## config.mk

```make
export PLATFORM = sky130hd
export DESIGN_NAME = stp_core
export DESIGN_NICKNAME = d
export VERILOG_FILES = /design/src/shared/stp_pkg.sv /design/src/logic/stp_chopper.sv /design/src/logic/stp_core.sv
export SDC_FILE = /design/constraint.sdc
export NUM_CORES = 1
export LEC_CHECK = 0
export BUFFER_PORTS_ARGS = -buffer_cell sky130_fd_sc_hd__buf_2
export CAP_MARGIN = 20
export CELL_PAD_IN_SITES_DETAIL_PLACEMENT = 0
export CELL_PAD_IN_SITES_GLOBAL_PLACEMENT = 2
export CORE_ASPECT_RATIO = 1.25
export CORE_UTILIZATION = 38
export DETAILED_ROUTE_END_ITERATION = 7
export GPL_TIMING_DRIVEN = 0
export PLACE_DENSITY = 0.95
export SLEW_MARGIN = 20
export SYNTH_ARGS = -nofsm -noshare
export SYNTH_HDL_FRONTEND = slang
export SYNTH_HIERARCHICAL = 1
export SYNTH_SLANG_ARGS = --single-unit
```

## constraint.sdc

```tcl
create_clock -name core_clk -period 7.95 [get_ports core_clk]
set_input_delay 0.795 -clock core_clk [delete_from_list [all_inputs] [get_ports core_clk]]
set_output_delay 0.795 -clock core_clk [all_outputs]
set_load 0.1 [all_outputs]
```

## src/shared/stp_pkg.sv

```systemverilog
package stp_pkg;
  // Notes on behaviour
  // - In indexer mode each rising step edge advances the position by one step.
  // - The direction input reverses the order the indexer walks its sequence.
  // - Two step size selects choose full, half, quarter or 1/32 step.
  // - Phase/enable mode with select 1 high: gate low turns the winding off.
  // - Sense above the 0.5 V trip level flags overcurrent on that bridge.
  // - After reaching the chop threshold, decay holds until the PWM period ends.
  // - Each winding decays slow, fast or mixed during the chopping off time.
  // - The chop comparison is ignored during blanking at each drive phase start.
  // - Full-scale threshold equals current reference divided by a sense gain of five.
  // - Sleep request disables bridges, resets all logic, homes indexer, ignores inputs.
  // - Leaving sleep, fault output stays low for up to 1 ms.

  ////////////////////////////////////////////////////////////////////////////
  // Clock and timing
  localparam int CLK_HZ = 50_000_000;
  localparam int WAKE_TIME_MS = 1;
  // Longest time, so the count rounds down
  localparam int WAKE_CYC = WAKE_TIME_MS * (CLK_HZ / 1000);
  localparam logic [15:0] MIX_FAST_CYC = 16'h0064;
  localparam logic [7:0] SENSE_GAIN = 8'h05;

  ////////////////////////////////////////////////////////////////////////////
  // Indexer: 128 positions per electrical cycle, home at 45 degrees
  localparam logic [6:0] HOME_POS = 7'h10;
  localparam logic [6:0] INC_FULL = 7'h20;
  localparam logic [6:0] INC_HALF = 7'h10;
  localparam logic [6:0] INC_QTR = 7'h08;
  localparam logic [6:0] INC_FINE = 7'h01;

  ////////////////////////////////////////////////////////////////////////////
  // Register map (byte offsets) and word indices
  localparam logic [31:0] OFS_CTRL = 32'h0000_0000;
  localparam logic [31:0] OFS_CUR_REF = 32'h0000_0004;
  localparam logic [31:0] OFS_TIMING = 32'h0000_0008;
  localparam logic [31:0] OFS_STATUS = 32'h0000_000C;
  localparam logic [31:0] OFS_FULL_SCALE = 32'h0000_0010;
  localparam logic [2:0] IDX_CTRL = 3'h0;
  localparam logic [2:0] IDX_CUR_REF = 3'h1;
  localparam logic [2:0] IDX_TIMING = 3'h2;
  localparam logic [2:0] IDX_STATUS = 3'h3;
  localparam logic [2:0] IDX_FULL_SCALE = 3'h4;
  localparam logic [2:0] IDX_NONE = 3'h7;

  // Control field positions
  localparam int CTRL_MODE_PE = 0;
  localparam int CTRL_SEL0 = 1;
  localparam int CTRL_SEL1 = 2;
  localparam int CTRL_DEC_A = 4;
  localparam int CTRL_DEC_B = 6;
  // Status field positions
  localparam int STAT_OVC = 8;
  localparam int STAT_WAKING = 10;
  localparam int STAT_DECAY = 11;

  // Reset values
  localparam logic [7:0] CTRL_RST = 8'h00;
  localparam logic [15:0] CUR_REF_RST = 16'h8080;
  localparam logic [15:0] PERIOD_RST = 16'h03E8;
  localparam logic [7:0] BLANK_RST = 8'h32;

  ////////////////////////////////////////////////////////////////////////////
  // Types
  typedef enum logic [1:0] {DEC_SLOW, DEC_FAST, DEC_MIXED, DEC_SPARE} stp_decay_t;
  typedef enum logic [1:0] {BR_OFF, BR_DRIVE, BR_SLOW, BR_FAST} stp_br_mode_t;
  typedef struct packed {
    stp_br_mode_t mode;
    logic fwd;
  } stp_bridge_t;
  typedef struct packed {
    logic at_chop;
    logic over_trip;
  } stp_sense_t;
endpackage : stp_pkg

```

## src/logic/stp_chopper.sv

```systemverilog
module stp_chopper
  import stp_pkg::*;
#(
  parameter int CNT_W = 16,
  parameter int BLANK_W = 8
)(
  input wire logic core_clk, // System clock
  input wire logic run_rst_n, // Reset or sleep, active low
  input wire logic run, // Winding allowed to drive
  input wire logic at_chop, // Current at chop threshold
  input wire logic [CNT_W-1:0] period, // PWM period in cycles
  input wire logic [BLANK_W-1:0] blank_interval, // Blanking in cycles
  input wire stp_decay_t decay_sel, // Decay style
  output stp_br_mode_t mode, // Drive or decay, registered
  output logic decaying // Off part of the period
);
  typedef struct packed {
    logic [CNT_W-1:0] cnt;
    logic [CNT_W-1:0] fcnt;
    logic decaying;
    stp_br_mode_t mode;
  } stp_chop_state_t;

  stp_chop_state_t q;
  stp_chop_state_t d;

  ////////////////////////////////////////////////////////////////////////////
  // Fixed-frequency chopping; counter restarts each period
  always_comb
  begin
    d = q;
    if (!run_rst_n || !run)
    begin
      d.cnt = '0;
      d.fcnt = '0;
      d.decaying = 1'b0;
    end
    else if ({1'b0, q.cnt} + 1'b1 >= {1'b0, period})
    begin
      d.cnt = '0;
      d.fcnt = '0;
      d.decaying = 1'b0;
    end
    else
    begin
      d.cnt = q.cnt + 1'b1;
      // Overshoot in the blanking window is accepted to reject switching spikes
      if (!q.decaying && q.cnt >= CNT_W'(blank_interval) && at_chop)
        d.decaying = 1'b1;
      if (q.decaying && q.fcnt != '1)
        d.fcnt = q.fcnt + 1'b1;
    end
    // Mixed decay is fast first, then slow for the rest of the period
    if (!d.decaying)
      d.mode = BR_DRIVE;
    else
      case (decay_sel)
        DEC_FAST: d.mode = BR_FAST;
        DEC_MIXED: d.mode = (d.fcnt < CNT_W'(MIX_FAST_CYC)) ? BR_FAST : BR_SLOW;
        default: d.mode = BR_SLOW;
      endcase
  end

  always_ff @(posedge core_clk)
    q <= d;

  assign mode = q.mode;
  assign decaying = q.decaying;
endmodule : stp_chopper

```

## src/logic/stp_core.sv

```systemverilog
// Design decisions made here: the placing of the registers and register access over AHB-Lite.
module stp_core
  import stp_pkg::*;
#(
  parameter int WAKE_CYC_P = WAKE_CYC
)(
  input wire logic core_clk, // System clock, 50 MHz
  input wire logic reset_n, // Synchronous reset, active low
  input wire logic hsel, // AHB-Lite select
  input wire logic [31:0] haddr, // AHB-Lite address
  input wire logic [1:0] htrans, // AHB-Lite transfer type
  input wire logic hwrite, // AHB-Lite write
  input wire logic [2:0] hsize, // AHB-Lite size
  input wire logic [31:0] hwdata, // AHB-Lite write data
  input wire logic hready, // AHB-Lite bus ready
  output logic hreadyout, // AHB-Lite slave ready
  output logic [31:0] hrdata, // AHB-Lite read data
  output logic hresp, // AHB-Lite response, always OKAY
  input wire logic low_power_request_n, // Sleep request, active low
  input wire logic step_pulse, // Indexer step input
  input wire logic rotation_dir, // Indexer direction
  input wire logic [1:0] phase_in, // Phase/enable polarity, bit 0 is A
  input wire logic [1:0] bridge_drive_gate, // Phase/enable gate, bit 0 is A
  input wire stp_sense_t [1:0] sense, // Comparator results per winding
  output stp_bridge_t [1:0] bridge_out, // Bridge command per winding
  output logic [1:0][7:0] chop_threshold, // Full-scale threshold codes
  output logic [6:0] step_position, // Indexer position
  output logic fault_out_n // Fault, active low
);
  localparam int WK_W = $clog2(WAKE_CYC_P + 1);

  typedef struct packed {
    logic [1:0] step_sync;
    logic [1:0] dir_sync;
    logic step_prev;
    logic [6:0] pos;
    logic [WK_W-1:0] wake_cnt;
    logic waking;
    logic [1:0] ovc;
    logic fault_n;
    stp_bridge_t [1:0] br;
    logic [1:0][7:0] fs;
    logic [7:0] ctrl;
    logic [15:0] cur_ref;
    logic [15:0] period;
    logic [7:0] blank;
    logic ap_wr;
    logic rd_pend;
    logic [2:0] ap_idx;
    logic [31:0] rdata;
  } stp_core_state_t;

  stp_core_state_t q;
  stp_core_state_t d;
  logic sys_ok;
  logic mode_pe;
  logic hit;
  logic step_edge;
  logic [6:0] step_inc;
  logic [2:0] idx;
  logic [1:0] run;
  logic [1:0] pol;
  logic [1:0] decaying;
  stp_br_mode_t [1:0] chop_mode;
  stp_decay_t [1:0] decay_sel;

  ////////////////////////////////////////////////////////////////////////////
  // Sleep acts as a second reset source for the whole block
  assign sys_ok = reset_n && low_power_request_n;
  assign mode_pe = q.ctrl[CTRL_MODE_PE];
  assign decay_sel[0] = stp_decay_t'(q.ctrl[CTRL_DEC_A +: 2]);
  assign decay_sel[1] = stp_decay_t'(q.ctrl[CTRL_DEC_B +: 2]);

  // Edge taken from the second and third stage only
  assign step_edge = q.step_sync[1] && !q.step_prev;

  // Step size selects map to position increments
  always_comb
  begin
    case ({q.ctrl[CTRL_SEL1], q.ctrl[CTRL_SEL0]})
      2'b00: step_inc = INC_FULL;
      2'b01: step_inc = INC_HALF;
      2'b10: step_inc = INC_QTR;
      default: step_inc = INC_FINE;
    endcase
  end

  // Winding polarity follows the cosine and sine quadrants of the position
  assign pol[0] = (q.pos[6:5] == 2'b00) || (q.pos[6:5] == 2'b11);
  assign pol[1] = !q.pos[6];

  // Chopper runs only when awake, free of overcurrent and, in phase/enable mode, gated on
  always_comb
  begin
    for (int w = 0; w < 2; w++)
      run[w] = !q.waking && !q.ovc[w] && (!mode_pe || bridge_drive_gate[w]);
  end

  ////////////////////////////////////////////////////////////////////////////
  // One chopper per winding
  for (genvar w = 0; w < 2; w++)
  begin : g_chop
    stp_chopper #(
      .CNT_W(16),
      .BLANK_W(8)
    ) u_chop (
      .core_clk(core_clk),
      .run_rst_n(sys_ok),
      .run(run[w]),
      .at_chop(sense[w].at_chop),
      .period(q.period),
      .blank_interval(q.blank),
      .decay_sel(decay_sel[w]),
      .mode(chop_mode[w]),
      .decaying(decaying[w])
    );
  end

  ////////////////////////////////////////////////////////////////////////////
  // AHB-Lite decode: word transfers inside the map only
  assign hit = hsel && htrans[1] && hready;

  always_comb
  begin
    if (haddr[31:5] != '0 || haddr[1:0] != 2'b00 || hsize != 3'b010)
      idx = IDX_NONE;
    else
      case (haddr)
        OFS_CTRL: idx = IDX_CTRL;
        OFS_CUR_REF: idx = IDX_CUR_REF;
        OFS_TIMING: idx = IDX_TIMING;
        OFS_STATUS: idx = IDX_STATUS;
        OFS_FULL_SCALE: idx = IDX_FULL_SCALE;
        default: idx = IDX_NONE;
      endcase
  end

  ////////////////////////////////////////////////////////////////////////////
  // Next state of the whole block
  always_comb
  begin
    d = q;
    // Bus address phase; reads take one wait state so a write just done is seen
    d.ap_wr = hit && hwrite;
    d.rd_pend = hit && !hwrite;
    if (hit)
      d.ap_idx = idx;
    if (q.rd_pend)
      case (q.ap_idx)
        IDX_CTRL: d.rdata = {24'h00_0000, q.ctrl};
        IDX_CUR_REF: d.rdata = {16'h0000, q.cur_ref};
        IDX_TIMING: d.rdata = {8'h00, q.blank, q.period};
        IDX_STATUS: d.rdata = {19'h0_0000, decaying, q.waking, q.ovc, 1'b0, q.pos};
        IDX_FULL_SCALE: d.rdata = {16'h0000, q.fs[1], q.fs[0]};
        default: d.rdata = 32'h0000_0000;
      endcase
    // Bus write data phase
    if (q.ap_wr)
      case (q.ap_idx)
        IDX_CTRL: d.ctrl = hwdata[7:0];
        IDX_CUR_REF: d.cur_ref = hwdata[15:0];
        IDX_TIMING:
        begin
          d.period = hwdata[15:0];
          d.blank = hwdata[23:16];
        end
        IDX_STATUS: d.ovc = q.ovc & ~hwdata[STAT_OVC +: 2];
        default: d.ctrl = q.ctrl;
      endcase

    // Two-flop synchronisers for step and direction
    d.step_sync = {q.step_sync[0], step_pulse};
    d.dir_sync = {q.dir_sync[0], rotation_dir};
    d.step_prev = q.step_sync[1];

    // Supply settling after sleep or reset
    if (q.waking)
    begin
      d.wake_cnt = q.wake_cnt + 1'b1;
      if (q.wake_cnt == WK_W'(WAKE_CYC_P - 1))
        d.waking = 1'b0;
    end

    // Indexer; 7-bit arithmetic wraps over the 128-position cycle
    if (!q.waking && !mode_pe && step_edge)
    begin
      if (q.dir_sync[1])
        d.pos = q.pos + step_inc;
      else
        d.pos = q.pos - step_inc;
    end

    // Overcurrent set after the clear so a same-cycle trip wins
    for (int w = 0; w < 2; w++)
      if (!q.waking && sense[w].over_trip)
        d.ovc[w] = 1'b1;

    // Bridge commands; latched overcurrent forces the bridge off
    for (int w = 0; w < 2; w++)
    begin
      d.br[w].fwd = mode_pe ? phase_in[w] : pol[w];
      if (q.waking || d.ovc[w])
        d.br[w].mode = BR_OFF;
      else if (mode_pe && !bridge_drive_gate[w])
        d.br[w].mode = q.ctrl[CTRL_SEL1] ? BR_OFF : BR_SLOW;
      else
        d.br[w].mode = chop_mode[w];
    end

    // Threshold at the largest microstep current
    d.fs[0] = q.cur_ref[7:0] / SENSE_GAIN;
    d.fs[1] = q.cur_ref[15:8] / SENSE_GAIN;

    d.fault_n = !(d.waking || (|d.ovc));

    // Reset and sleep override everything, homing the indexer
    if (!sys_ok)
    begin
      d = '0;
      d.pos = HOME_POS;
      d.waking = 1'b1;
      d.ctrl = CTRL_RST;
      d.cur_ref = CUR_REF_RST;
      d.period = PERIOD_RST;
      d.blank = BLANK_RST;
      d.ap_idx = IDX_NONE;
    end
  end

  always_ff @(posedge core_clk)
    q <= d;

  ////////////////////////////////////////////////////////////////////////////
  // Outputs
  assign hreadyout = !q.rd_pend;
  assign hrdata = q.rdata;
  assign hresp = 1'b0;
  assign bridge_out = q.br;
  assign chop_threshold = q.fs;
  assign step_position = q.pos;
  assign fault_out_n = q.fault_n;
endmodule : stp_core

```

==> out/results.ini <==
[outcome]
status = finished clean

[detailed_routing]
drt-total-wl_mm = 33.96
drt_drc_violations_left = 0
wire_per_inst_um = 16.92
vias_per_cell = 5.223
ant_nets = 0
firstDrtPassIters = 5
dr.first_iter.drc_count = 774
num_vias = 10480

[grt]
grt_max_degree = 19
grt_overflow = 0
grt_pass1_vias = 9990
grt_pass1_wl_mm = 53.52
antenna_found_initial = 1
grt_usage_pct = 21.87

[logic_synthesis]
async_reset_ff_share_pct = 0
synth_cells = 1435
synth-main-ff-cell = dfxtp_1
synth-edff-count = 0
ys_seq_elements = 197
synth_cell_types = 84
ys_top_cells_by_area = dfxtp_1 (34%), ha_1 (7.3%), nand2_1 (5.2%)
syn_area_mm2 = 0.01169
synth_top_area_share_pct = 33.74
synth_area_leader_cell = dfxtp_1
yosys_warnings = 6
ys_seq_area_share_pct = 33.74
avgSynthCellArea_um2 = 8.146

[worst_setup_path]
critPathCaptureType = flop
path_common_cell = ha_1
r2r_slack_ns = 3.82
r2r-end = chop_threshold[0]
reg2reg_depth = 16
worstPathArrival_ns = 4.44
startpoint = q[67]
worstSetupEndpoint = chop_threshold[0]
slowest_stage = or3_2
worstSetupPathType = flop to flop
cp.required_ns = 8.26
worstPathCellList = buf_2 -> inv_1 -> ha_1 -> o21a_1 -> a311oi_2 -> o21ai_1 -> or3_2 -> a32oi_2 -> buf_6 -> xor2_1 -> ha_1 -> or2b_2 -> nor2_1 -> o311a_2 -> nor4_1 -> a311oi_1
cp_max_fo = 10
r2r-start = q[67]
critPathMaxStageDelay_ns = 0.48
startpoint_type = flop

[place]
place_hpwl_mm = 26.78
place_ws_ns = 3.862
place_area_mm2 = 0.01288
portBuffers = 126
place_congestion = 0.8805

[sta]
holdWs_ns = 0.4631
clock_skew_ns = 0.01292
slew_headroom_pct = 32.25
tightest_slew_ns = 1.008
grt_setup_unrepaired = false
setup_viol_count_final = 0
max_freq_ghz = 0.2422
final_hold_viol_count = 0
period_share_pct = 51.93
post-route-min-period_ns = 4.128
slew_violations = 0
final.setup.worst_slack_ns = 3.822
tns_ns = 0

[clocking]
clk_latency_ns = 0.45
clkSlewWorstSetupHoldPaths_ns = 0.08
max-clock-path-buffers = 2
cts.sinks = 197
cts_resized = 0
root_buffer = clkbuf_16
cts_tree = yes
postCtsSetupBuffers = 0
htreeDepth = 4
cts_buffers = 17
hold_buffers = 0

[power_and_ir_drop]
pwr-share-seq_pct = 49.5
intPower_mw = 1.499
p_clk_share_pct = 45.3
peakVddDrop_uv = 143.9
cellLeakagePower_nw = 5.798
pwr-share-comb_pct = 5.1
powerDensity_mw_per_mm2 = 148.5
switching_share_pct = 25.17
switchingPower_uw = 504.2

[floorplan]
fp.dieH_um = 198.1
io_pins = 149
placementRows = 71
core_area_mm2 = 0.03020
initial_core_util_pct = 38.70
dieArea_mm2 = 0.03147
die_w_um = 158.9

[layout]
nets = 1747
multi_input_area_mm2 = 0.006628
antennaDiodeCount = 0
fin_area_mm2 = 0.01349
regArea_mm2 = 0.003944
drive_gt1_share_pct = 17.81
n_fill_cell = 3089
area_growth_pct = 15.40

[job]
drv_cap = 0

[min_path]
min_path_type = flop to flop

worst max-delay path: cells and delay by family, from the launching register on:
| family | cells | cell delay (ns) |
|---|---|---|
| AOI/OAI and AO/OA | 6 | 1.48 |
| xor gates and xnor gates | 1 | 0.11 |
| adders and majority gates | 2 | 0.50 |
| buffers and inverters | 3 | 0.53 |
| DFF | 1 | 0.35 |
| and+or+nand+nor | 4 | 1.04 |
final cells by class:
class	instances	share of cell area, %
Multi-Input combinational cell	1033	49.13
Sequential cell	197	29.23
Buffer	139	6.502
Timing Repair Buffer	127	4.730
Tap cell	401	3.719
Clock buffer	18	3.255
Inverter	78	2.170
Clock inverter	14	1.261
power by group through the flow:
stage	clock [mW]	sequential (mW)	combinational, mW
final	0.908	0.992	0.103
after global routing	0.968	0.992	0.108
after global placement	0	1.02	0.103
after CTS	0.922	0.992	0.103
after floorplan	0	1.01	0.0669
after detailed placement	0	1.02	0.103
metrics by stage:
| stage | power, mW | cells | util [%] |
|---|---|---|---|
| 2_1_floorplan | 1.081 | 1447 | - |
| 3_3_place_gp | 1.119 | 1974 | 42.60 |
| 3_5_place_dp | 1.119 | 1975 | 42.65 |
| 4_1_cts | 2.018 | 2007 | 44.66 |
| 5_1_grt | 2.068 | 2007 | 44.66 |
| 6_report | 2.003 | 2007 | 44.66 |
cell usage after synthesis (18+ instances only):
cell and instances:
nand2_1 163, a22oi_1 27, mux2i_1 27, nor2b_1 30, nand3_1 54, dfxtp_1 197
nor3_1 21, buf_4 66, nor2_1 143, inv_1 76, ha_1 68, nand4_1 18
a21oi_1 88, xnor2_1 45, o21ai_0 44, and3_1 38, clkbuf_1 45, xor2_1 39
flip-flops by register name (all words and copies together), names as in the netlist, 2 cells and up:
name,flops
q,72
g_chop.u_chop/q,64
hrdata,24
chop_threshold,12
step_position,7
bridge_out,6
decay_sel,4
g_chop.u_chop/mode,4
g_chop.u_chop/decaying,2
kinds of logic (layout without fill, tap and decap cells):
| logic type | after synthesis | after routing | share of synthesized area (%) |
|---|---|---|---|
| compound gates | 271 | 271 | 15.00 |
| xor+xnor | 84 | 84 | 6.294 |
| fa+ha+maj | 73 | 73 | 7.792 |
| buf+inv | 217 | 376 | 10.01 |
| flops | 197 | 197 | 33.74 |
| mux | 28 | 28 | 2.505 |
| other cells | 1 | 13 | 0.03208 |
| simple gates | 564 | 564 | 24.64 |
placed cells by master (no fill, tap or decap), types with 14 or more instances in the layout:
| master | n |
|---|---|
| dfxtp_1 | 197 |
| nand2_1 | 163 |
| nor2_1 | 143 |
| buf_2 | 138 |
| a21oi_1 | 88 |
| inv_1 | 76 |
| ha_1 | 68 |
| buf_4 | 67 |
| nand3_1 | 54 |
| clkbuf_1 | 45 |
| xnor2_1 | 45 |
| o21ai_0 | 44 |
| xor2_1 | 39 |
| and3_1 | 38 |
| nor2b_1 | 30 |
| mux2i_1 | 27 |
| a22oi_1 | 27 |
| nor3_1 | 21 |
| nand4_1 | 18 |
| clkbuf_16 | 17 |
| nand2b_1 | 16 |
| nor4_1 | 16 |
| a211oi_1 | 14 |
| o22ai_1 | 14 |
layer usage:
| layer | global-route usage [%] | up-vias | share of wire [%] |
|---|---|---|---|
| met5 | 0 | - | 0.038 |
| met4 | 11.04 | 2 | 4.3 |
| met3 | 3.435 | 72 | 4.2 |
| met2 | 38.40 | 275 | 49 |
| met1 | 25.82 | 4908 | 42 |
| li1 | - | 5226 | - |
how the worst min path moves through the flow:
stage	startpoint	end	slack (ns)	cells past startpoint
after floorplan	q[80]	q[80]	0.44	2
after global placement	q[80]	q[80]	0.45	2
after detailed placement	q[80]	q[80]	0.45	2
after CTS	q[80]	q[80]	0.47	2
after global routing	q[80]	q[80]	0.49	2
final	q[80]	q[80]	0.46	2
Power figures use the tool's default switching activity.
